$ cat config.mk
export PLATFORM = sky130hd
export DESIGN_NAME = pvs_device_flat
export DESIGN_NICKNAME = d
export VERILOG_FILES = /design/src/pvs_pkg.sv /design/src/pvs_if.sv /design/src/pvs_device.sv /design/src/pvs_word_reg.sv /design/src/flat_wrapper.sv
export SDC_FILE = /design/constraint.sdc
export NUM_CORES = 1
export LEC_CHECK = 0
export ABC_CLOCK_PERIOD_IN_PS = 6550
export BUFFER_PORTS_ARGS = -buffer_cell sky130_fd_sc_hd__buf_2
export CAP_MARGIN = 20
export CORE_ASPECT_RATIO = 0.6
export CORE_UTILIZATION = 47
export CTS_BUF_LIST = sky130_fd_sc_hd__clkbuf_8
export DETAILED_ROUTE_END_ITERATION = 10
export PLACE_DENSITY = 0.76
export SLEW_MARGIN = 20
export SYNTH_ARGS = -nofsm -noshare
export SYNTH_HDL_FRONTEND = slang
export SYNTH_HIERARCHICAL = 1
export SYNTH_SLANG_ARGS = --single-unit
$ cat constraint.sdc
create_clock -name mclk -period 6.55 [get_ports mclk]
set_input_delay 1.31 -clock mclk [delete_from_list [all_inputs] [get_ports mclk]]
set_output_delay 1.31 -clock mclk [all_outputs]
set_load 0.01 [all_outputs]
$ cat src/pvs_pkg.sv
// Constants for the voltage setpoint register bank and its host controller.
// Assumes one 50 MHz clock shared by both ends of the link.
package pvs_pkg;

  // Command word widths
  localparam int DW = 16;
  localparam int CW = 8;
  localparam int NUM_REGS = 6;
  localparam int FB_REF_W = 24;

  // Command codes of the bank
  localparam logic [7:0] CMD_VOUT_MODE = 8'h20;
  localparam logic [7:0] CMD_VOUT_TARGET = 8'h21;
  localparam logic [7:0] CMD_MARGIN_HIGH = 8'h25;
  localparam logic [7:0] CMD_MARGIN_LOW = 8'h26;
  localparam logic [7:0] CMD_FB_RATIO = 8'h29;
  localparam logic [7:0] CMD_START_TH = 8'h35;
  localparam logic [7:0] CMD_STOP_TH = 8'h36;

  // Power-on values
  localparam logic [7:0] VOUT_MODE_VAL = 8'h40;
  localparam logic [15:0] RST_VOUT_TARGET = 16'h015E;
  localparam logic [15:0] RST_MARGIN_HIGH = 16'h0181;
  localparam logic [15:0] RST_MARGIN_LOW = 16'h013B;
  localparam logic [15:0] RST_FB_RATIO = 16'h0359;
  localparam logic [15:0] RST_START_TH = 16'h001D;
  localparam logic [15:0] RST_STOP_TH = 16'h001B;

  // Writable field of every command word; bits 15..12 read as zero
  localparam logic [15:0] WR_MASK = 16'h0FFF;

  // Legal threshold codes, 250 mV per count
  localparam logic [15:0] START_MIN = 16'h001D;
  localparam logic [15:0] STOP_MIN = 16'h001B;
  localparam logic [15:0] TH_MAX = 16'h003C;

  // Bank index of each command word
  localparam int IDX_VOUT = 0;
  localparam int IDX_MHIGH = 1;
  localparam int IDX_MLOW = 2;
  localparam int IDX_RATIO = 3;
  localparam int IDX_START = 4;
  localparam int IDX_STOP = 5;

  // Tables by index, index 0 rightmost
  localparam logic [NUM_REGS-1:0][7:0] REG_CODE = {CMD_STOP_TH,
    CMD_START_TH, CMD_FB_RATIO, CMD_MARGIN_LOW, CMD_MARGIN_HIGH,
    CMD_VOUT_TARGET};
  localparam logic [NUM_REGS-1:0][15:0] REG_RST = {RST_STOP_TH,
    RST_START_TH, RST_FB_RATIO, RST_MARGIN_LOW, RST_MARGIN_HIGH,
    RST_VOUT_TARGET};

  // Host controller Avalon map, byte addresses
  localparam int AV_AW = 4;
  localparam logic [3:0] HOST_CMD_OFF = 4'h0;
  localparam logic [3:0] HOST_WDATA_OFF = 4'h4;
  localparam logic [3:0] HOST_STATUS_OFF = 4'h8;
  localparam logic [3:0] HOST_RDATA_OFF = 4'hC;
  localparam int CMD_WRITE_BIT = 8;
  localparam int STAT_BUSY_BIT = 0;
  localparam int STAT_DONE_BIT = 1;

endpackage : pvs_pkg

$ cat src/pvs_if.sv
// Command link between the host controller and the setpoint bank.
// Assumes both ends run on the same mclk; no clocking here.
`timescale 1ns/100ps
interface pvs_if;
  logic req;
  logic we;
  logic [pvs_pkg::CW-1:0] code;
  logic [pvs_pkg::DW-1:0] wdata;
  logic [pvs_pkg::DW-1:0] rdata;
  logic ack;

  // Bank end
  modport device (input req, input we, input code, input wdata,
    output rdata, output ack);
  // Controller end
  modport host (output req, output we, output code, output wdata,
    input rdata, input ack);
endinterface : pvs_if

$ cat src/pvs_device.sv
// Voltage setpoint register bank of a point-of-load converter.
// Assumes the input-voltage code and power_ok come from logic on mclk.
// How it works
// - Output target 2 mV/count, default 0x015E
// - Feedback reference is target times divider ratio
// - Margin-high target 2 mV/count, default 0x0181
// - Margin-low target 2 mV/count, default 0x013B
// - Divider ratio 0.001/count, default 0x0359
// - Host programs ratio matching real divider
// - Start converting at start threshold, conditions met
// - Start threshold 250 mV/count, 7.25-15 V, 0x001D
// - Stop converting when input falls to stop
// - Stop threshold 250 mV/count, 6.75-15 V, 0x001B
// - Host keeps start above stop with margin; the bank does not check it and takes any legal pair, even stop above start
// - Output format byte reads 0x40
//
// Our own choice: the Avalon-MM slave port.
`timescale 1ns/100ps
module pvs_device (
  pvs_if.device link,
  input wire logic mclk,
  input wire logic reset_n,
  input wire logic [pvs_pkg::DW-1:0] vin_code,
  input wire logic power_ok,
  output logic conversion_on,
  output logic [pvs_pkg::DW-1:0] vout_target,
  output logic [pvs_pkg::DW-1:0] margin_high,
  output logic [pvs_pkg::DW-1:0] margin_low,
  output logic [pvs_pkg::DW-1:0] fb_ratio,
  output logic [pvs_pkg::FB_REF_W-1:0] feedback_ref
);
  import pvs_pkg::*;

  typedef struct packed {
    logic ack;
    logic [DW-1:0] rdata;
    logic run;
    logic [FB_REF_W-1:0] fb_ref;
  } pvs_dev_s;

  pvs_dev_s state_reg;
  pvs_dev_s state_next;

  logic [NUM_REGS-1:0][DW-1:0] word;
  logic [NUM_REGS-1:0] wr_sel;
  logic take;
  logic [DW-1:0] masked;

  // Threshold codes outside the legal span are refused
  function automatic logic code_ok(input int idx, input logic [15:0] v);
    logic ok;
    ok = 1'b1;
    if (idx == IDX_START)
    begin
      ok = (v >= START_MIN) && (v <= TH_MAX);
    end
    else if (idx == IDX_STOP)
    begin
      ok = (v >= STOP_MIN) && (v <= TH_MAX);
    end
    return ok;
  endfunction : code_ok

  // A request is taken once, on its first cycle
  assign take = link.req && !state_reg.ack;
  assign masked = link.wdata & WR_MASK;

  // Write strobes; threshold words also need a legal code
  assign wr_sel[IDX_VOUT] = take && link.we
    && (link.code == CMD_VOUT_TARGET);
  assign wr_sel[IDX_MHIGH] = take && link.we
    && (link.code == CMD_MARGIN_HIGH);
  assign wr_sel[IDX_MLOW] = take && link.we
    && (link.code == CMD_MARGIN_LOW);
  assign wr_sel[IDX_RATIO] = take && link.we
    && (link.code == CMD_FB_RATIO);
  assign wr_sel[IDX_START] = take && link.we
    && (link.code == CMD_START_TH) && code_ok(IDX_START, masked);
  assign wr_sel[IDX_STOP] = take && link.we
    && (link.code == CMD_STOP_TH) && code_ok(IDX_STOP, masked);

  // Output-voltage target word
  pvs_word_reg #(
    .RESET_VAL(RST_VOUT_TARGET),
    .MASK(WR_MASK)
  ) u_vout_target (
    .mclk(mclk),
    .reset_n(reset_n),
    .wr_en(wr_sel[IDX_VOUT]),
    .wdata(link.wdata),
    .value(word[IDX_VOUT])
  );

  // Margin-high target word
  pvs_word_reg #(
    .RESET_VAL(RST_MARGIN_HIGH),
    .MASK(WR_MASK)
  ) u_margin_high (
    .mclk(mclk),
    .reset_n(reset_n),
    .wr_en(wr_sel[IDX_MHIGH]),
    .wdata(link.wdata),
    .value(word[IDX_MHIGH])
  );

  // Margin-low target word
  pvs_word_reg #(
    .RESET_VAL(RST_MARGIN_LOW),
    .MASK(WR_MASK)
  ) u_margin_low (
    .mclk(mclk),
    .reset_n(reset_n),
    .wr_en(wr_sel[IDX_MLOW]),
    .wdata(link.wdata),
    .value(word[IDX_MLOW])
  );

  // Feedback divider ratio word
  pvs_word_reg #(
    .RESET_VAL(RST_FB_RATIO),
    .MASK(WR_MASK)
  ) u_fb_ratio (
    .mclk(mclk),
    .reset_n(reset_n),
    .wr_en(wr_sel[IDX_RATIO]),
    .wdata(link.wdata),
    .value(word[IDX_RATIO])
  );

  // Start threshold word
  pvs_word_reg #(
    .RESET_VAL(RST_START_TH),
    .MASK(WR_MASK)
  ) u_start_th (
    .mclk(mclk),
    .reset_n(reset_n),
    .wr_en(wr_sel[IDX_START]),
    .wdata(link.wdata),
    .value(word[IDX_START])
  );

  // Stop threshold word
  pvs_word_reg #(
    .RESET_VAL(RST_STOP_TH),
    .MASK(WR_MASK)
  ) u_stop_th (
    .mclk(mclk),
    .reset_n(reset_n),
    .wr_en(wr_sel[IDX_STOP]),
    .wdata(link.wdata),
    .value(word[IDX_STOP])
  );

  // Link answer, conversion gate and feedback reference
  always_comb
  begin
    state_next = state_reg;
    state_next.ack = take;
    if (take && !link.we)
    begin
      state_next.rdata = '0;
      if (link.code == CMD_VOUT_MODE)
      begin
        state_next.rdata = {8'h00, VOUT_MODE_VAL};
      end
      for (int i = 0; i < NUM_REGS; i++)
      begin
        if (link.code == REG_CODE[i])
        begin
          state_next.rdata = word[i];
        end
      end
    end
    if (!state_reg.run)
    begin
      if (power_ok && (vin_code >= word[IDX_START]))
      begin
        state_next.run = 1'b1;
      end
    end
    else if (!power_ok || (vin_code <= word[IDX_STOP]))
    begin
      state_next.run = 1'b0;
    end
    // 12 x 12 bit product, 2 uV per count
    state_next.fb_ref = FB_REF_W'(word[IDX_VOUT][11:0]
      * word[IDX_RATIO][11:0]);
  end

  // State register
  always_ff @(posedge mclk or negedge reset_n)
  begin
    if (!reset_n)
    begin
      state_reg <= '0;
    end
    else
    begin
      state_reg <= state_next;
    end
  end

  // Outputs
  assign link.ack = state_reg.ack;
  assign link.rdata = state_reg.rdata;
  assign conversion_on = state_reg.run;
  assign vout_target = word[IDX_VOUT];
  assign margin_high = word[IDX_MHIGH];
  assign margin_low = word[IDX_MLOW];
  assign fb_ratio = word[IDX_RATIO];
  assign feedback_ref = state_reg.fb_ref;

endmodule : pvs_device

$ cat src/pvs_word_reg.sv
// One 16-bit command word with a write mask and a power-on value.
// Assumes the write strobe comes from logic on mclk.
`timescale 1ns/100ps
module pvs_word_reg #(
  parameter logic [15:0] RESET_VAL = 16'h0000,
  parameter logic [15:0] MASK = 16'h0FFF
) (
  input wire logic mclk,
  input wire logic reset_n,
  input wire logic wr_en,
  input wire logic [pvs_pkg::DW-1:0] wdata,
  output logic [pvs_pkg::DW-1:0] value
);
  import pvs_pkg::*;

  typedef struct packed {
    logic [DW-1:0] value;
  } pvs_word_s;

  pvs_word_s state_reg;
  pvs_word_s state_next;

  // Masked load; read-only bits never take a one
  always_comb
  begin
    state_next = state_reg;
    if (wr_en)
    begin
      state_next.value = wdata & MASK;
    end
  end

  // State register
  always_ff @(posedge mclk or negedge reset_n)
  begin
    if (!reset_n)
    begin
      state_reg <= RESET_VAL;
    end
    else
    begin
      state_reg <= state_next;
    end
  end

  assign value = state_reg.value;

endmodule : pvs_word_reg
$ cat src/flat_wrapper.sv
// flat-port wrapper written by rule: the top's interface ports become plain ports
module pvs_device_flat import pvs_pkg::*;
  (mclk, reset_n, vin_code, power_ok, conversion_on, vout_target, margin_high, margin_low, fb_ratio, feedback_ref, link_req, link_we, link_code, link_wdata, link_rdata, link_ack);
  pvs_if link_i ();
  input wire logic mclk;
  input wire logic reset_n;
  input wire logic [pvs_pkg::DW-1:0] vin_code;
  input wire logic power_ok;
  output logic conversion_on;
  output logic [pvs_pkg::DW-1:0] vout_target;
  output logic [pvs_pkg::DW-1:0] margin_high;
  output logic [pvs_pkg::DW-1:0] margin_low;
  output logic [pvs_pkg::DW-1:0] fb_ratio;
  output logic [pvs_pkg::FB_REF_W-1:0] feedback_ref;
  input wire logic [$bits(link_i.req)-1:0] link_req;
  input wire logic [$bits(link_i.we)-1:0] link_we;
  input wire logic [$bits(link_i.code)-1:0] link_code;
  input wire logic [$bits(link_i.wdata)-1:0] link_wdata;
  output wire logic [$bits(link_i.rdata)-1:0] link_rdata;
  output wire logic [$bits(link_i.ack)-1:0] link_ack;
  assign link_i.req = link_req;
  assign link_i.we = link_we;
  assign link_i.code = link_code;
  assign link_i.wdata = link_wdata;
  assign link_rdata = link_i.rdata;
  assign link_ack = link_i.ack;
  pvs_device u_core (.link(link_i), .mclk(mclk), .reset_n(reset_n), .vin_code(vin_code), .power_ok(power_ok), .conversion_on(conversion_on), .vout_target(vout_target), .margin_high(margin_high), .margin_low(margin_low), .fb_ratio(fb_ratio), .feedback_ref(feedback_ref));
endmodule
==> flow_summary.ini <==
[die]
die_w_um = 196.9
start_util_pct = 48.32
die_h_um = 119.0
io-pin-count = 151
dieArea_um2 = 23430
core_area_um2 = 22180
fp-row-count = 42

[yosys]
ys_types = 57
synth_edf_count = 0
ys.flop_type = dfrtp_1
ys.warnings.count = 6
syn_area_um2 = 10720
syn_area_per_cell_um2 = 10.39
synth-seq-area-share_pct = 26.96
synth-seq-cells = 114
synth_top_area_share_pct = 19.85
synth.area.top_cells = dfrtp_1 20%, fa_1 19%, ha_1 11%
synthArstFlopShare_pct = 100.0
synth.largest_area_cell = dfrtp_1
synthCells = 1031

[timing]
tightest_slew_ns = 0.8288
min_period_over_period_pct = 86.93
setup_tns_ns = 0
finClkSkew_ns = 0.01531
timing.hold.ws_ns = 0.4617
rsz0062_at_grt = false
setup_viol = 0
hold_viol_final = 0
fmax_mhz = 175.6
slew_viol_final = 0
slew_headroom_pct = 44.75
setup_ws_ns = 0.8561
finalCriticalPeriod_ns = 5.694

[worst_setup_path]
cp_top_family = adder cells
critPathCaptureType = flop
crit_buf_inv = 3
worstSetupPathType = flop to flop
worstPathArrival_ns = 6.07
r2r_slack_ns = 0.86
cp_max_fo = 15
r2r-end = u_core/feedback_ref[23]
cp-start-kind = flop
path_cells = nand2_1 > fa_1 > fa_1 > inv_1 > fa_1 > fa_1 > inv_1 > fa_1 > inv_1 > ha_1 > a21o_1 > a31o_1 > a211oi_1 > o31ai_1 > a21oi_1 > xnor2_1
crit_path_frequent_cell = fa_1
max_stage_delay_ns = 0.78
worst_path_max_delay_cell = dfrtp_1
required_ns = 6.92
worst-r2r-cell-count = 16
timing.rr.start = u_core/u_vout_target/value[7]

[layout]
diodes = 0
stdcell_area_um2 = 11950
fillers = 1939
multiInputGateArea_um2 = 6867
final-seq-area_um2 = 2889
drive_gt1_share_pct = 24.91
finalNonFillerCells = 1456
final_nets = 1374
area_delta_synth_final_pct = 11.54
fin_util_pct = 53.90

[route]
dr.pass1.iters = 7
dr.first_iter.drc_count = 846
avgViaCountPerCell = 5.598
route.detailed.drc = 0
detail_route.wl_per_cell_um = 20.10
postRouteAntennaNets = 0
drt_wl_total_um = 29260
num_vias = 8150

[power_and_ir_drop]
p_sw_mw = 0.4657
combPwrFrac_pct = 10.6
p_leak_nw = 6.115
p_seq_share_pct = 44.6
intPower_mw = 1.235
p_clk_share_pct = 44.8
powerDensity_nw_per_um2 = 142.3
ir_drop_uv = 126.3
power_mw = 1.701
p_sw_share_pct = 27.37

[global_route]
grt_pass1_vias = 8317
grt_max_degree = 60
gr-total-overflow = 0
antenna_found_initial = 0
grt_use_total_pct = 26.14
grt_pass1_wl_um = 46370

[worst_hold_path]
worstHoldPathCells = 1
hp-class = flop to flop
hold_end = u_core/link.ack
min-delay-start = u_core/link.ack

[placed_design]
place_congestion = 0.8635
dp_hpwl_um = 22210
dp.cells = 1424
dpl_cell_area_um2 = 11500
place_ws_ns = 0.9901
io_buffers = 130

[clocking]
holdBufCountCts = 0
cts_buffers = 17
path_clk_slew_ns = 0.08
cts_resized = 0
cts_setup_buffers = 0
htreeDepth = 4
cts_tree = built
root_buffer = clkbuf_8
worstSkewPairLatency_ns = 0.46
clk_path_buf_depth = 2
clock_sinks = 114

[flow_run]
maxCapViolCount = 0

[run_status]
outcome = finished, final reports clean
## kinds of logic after synthesis
| kind of cell | Yosys count | synth area share, % |
|---|---|---|
| fa+ha+maj | 194 | 29.66 |
| buf+inv | 242 | 9.947 |
| simple gates | 224 | 11.01 |
| other cells | 6 | 0.2101 |
| xor+xnor | 18 | 1.471 |
| mux | 72 | 9.667 |
| compound gates | 161 | 11.08 |
| flops | 114 | 26.96 |
## cell usage after synthesis (all sizes together) (4+ instances only)
master    n
a211oi    7
o21ai    12
buf      39
dfstp    29
dfrtp    85
nor2      8
nand4     5
inv     168
nor3      7
a22o     16
and2     67
clkbuf   35
conb      6
xor2      7
ha       94
o21a     19
and3      4
a22oi    15
xnor2    11
nand2    92
o211ai   22
a21oi    28
nand2b    7
a222oi   16
nor4      5
fa      100
nand3    10
nor2b    10
mux2     72
a21o      8
## worst max-delay path by stage
stage / start / endpoint / cells after the start
after CTS: u_core/u_fb_ratio/value[5] / u_core/feedback_ref[23] / 16
after floorplan: u_core/u_vout_target/value[2] / u_core/feedback_ref[23] / 16
after global routing: u_core/u_vout_target/value[7] / u_core/feedback_ref[23] / 16
final: u_core/u_vout_target/value[7] / u_core/feedback_ref[23] / 16
after detailed placement: u_core/u_fb_ratio/value[5] / u_core/feedback_ref[23] / 16
after global placement: u_core/u_fb_ratio/value[10] / u_core/feedback_ref[23] / 15
## flip-flops by register name (all words and copies together), names as in the netlist
signal and cells:
u_core/u_stop_th/value 12, u_core/u_fb_ratio/value 12, u_core/u_vout_target/value 12, u_core/feedback_ref 24, u_core/u_start_th/value 12, u_core/link.rdata 16
u_core/u_margin_low/value 12, u_core/u_margin_high/value 12, u_core/conversion_on 1, u_core/link.ack 1
## cell usage in the layout (no fill, tap or decap), types with 16 or more instances in the layout
cell      Yosys  routed
inv_1       168     170
buf_2         6     129
fa_1        100     100
ha_1         94      94
nand2_1      92      92
dfrtp_1      85      85
and2_1       67      67
mux2_4       60      60
dfstp_2      29      29
a21oi_1      28      28
conb_1        6      24
o211ai_1     22      22
clkbuf_8      0      19
o21a_1       19      19
a22o_1       16      16
a222oi_1     16      16
## layer usage
layer	share of wire (%)	global-route usage, %	routed length [um]	vias to the layer above
met5	0	0	0	-
met4	1.6	6.250	479	0
met3	10	7.392	2939	49
met2	41	36.33	11900	459
met1	48	39.68	13940	4044
li1	-	-	-	3598
## worst reg2reg max path: stages (launching register included)
cell and delay, ns:
dfrtp_1 0.78, nand2_1 0.17, fa_1 0.53, fa_1 0.51
inv_1 0.05, fa_1 0.51, fa_1 0.57, inv_1 0.06
fa_1 0.53, inv_1 0.04, ha_1 0.36, a21o_1 0.23
a31o_1 0.23, a211oi_1 0.53, o31ai_1 0.18, a21oi_1 0.21
xnor2_1 0.13
## power by group through the flow
stage               Clock [mW]  Combinational (mW)  Sequential [mW]
floorplan                    0              0.0926            0.769
CTS                      0.773               0.175            0.757
finish                   0.762               0.181            0.758
global route             0.809               0.195            0.761
global placement             0               0.169            0.769
detailed placement           0               0.175            0.770
## final cells by class
class / count / share of cell area, %
inverter: 168 / 5.276
clock inverter: 13 / 1.539
sequential: 114 / 24.17
clock buffer: 19 / 2.188
timing repair buffer: 141 / 6.155
tap: 308 / 3.224
multi-input combinational: 693 / 57.45
Note: power is estimated with default switching activity, not from simulation.
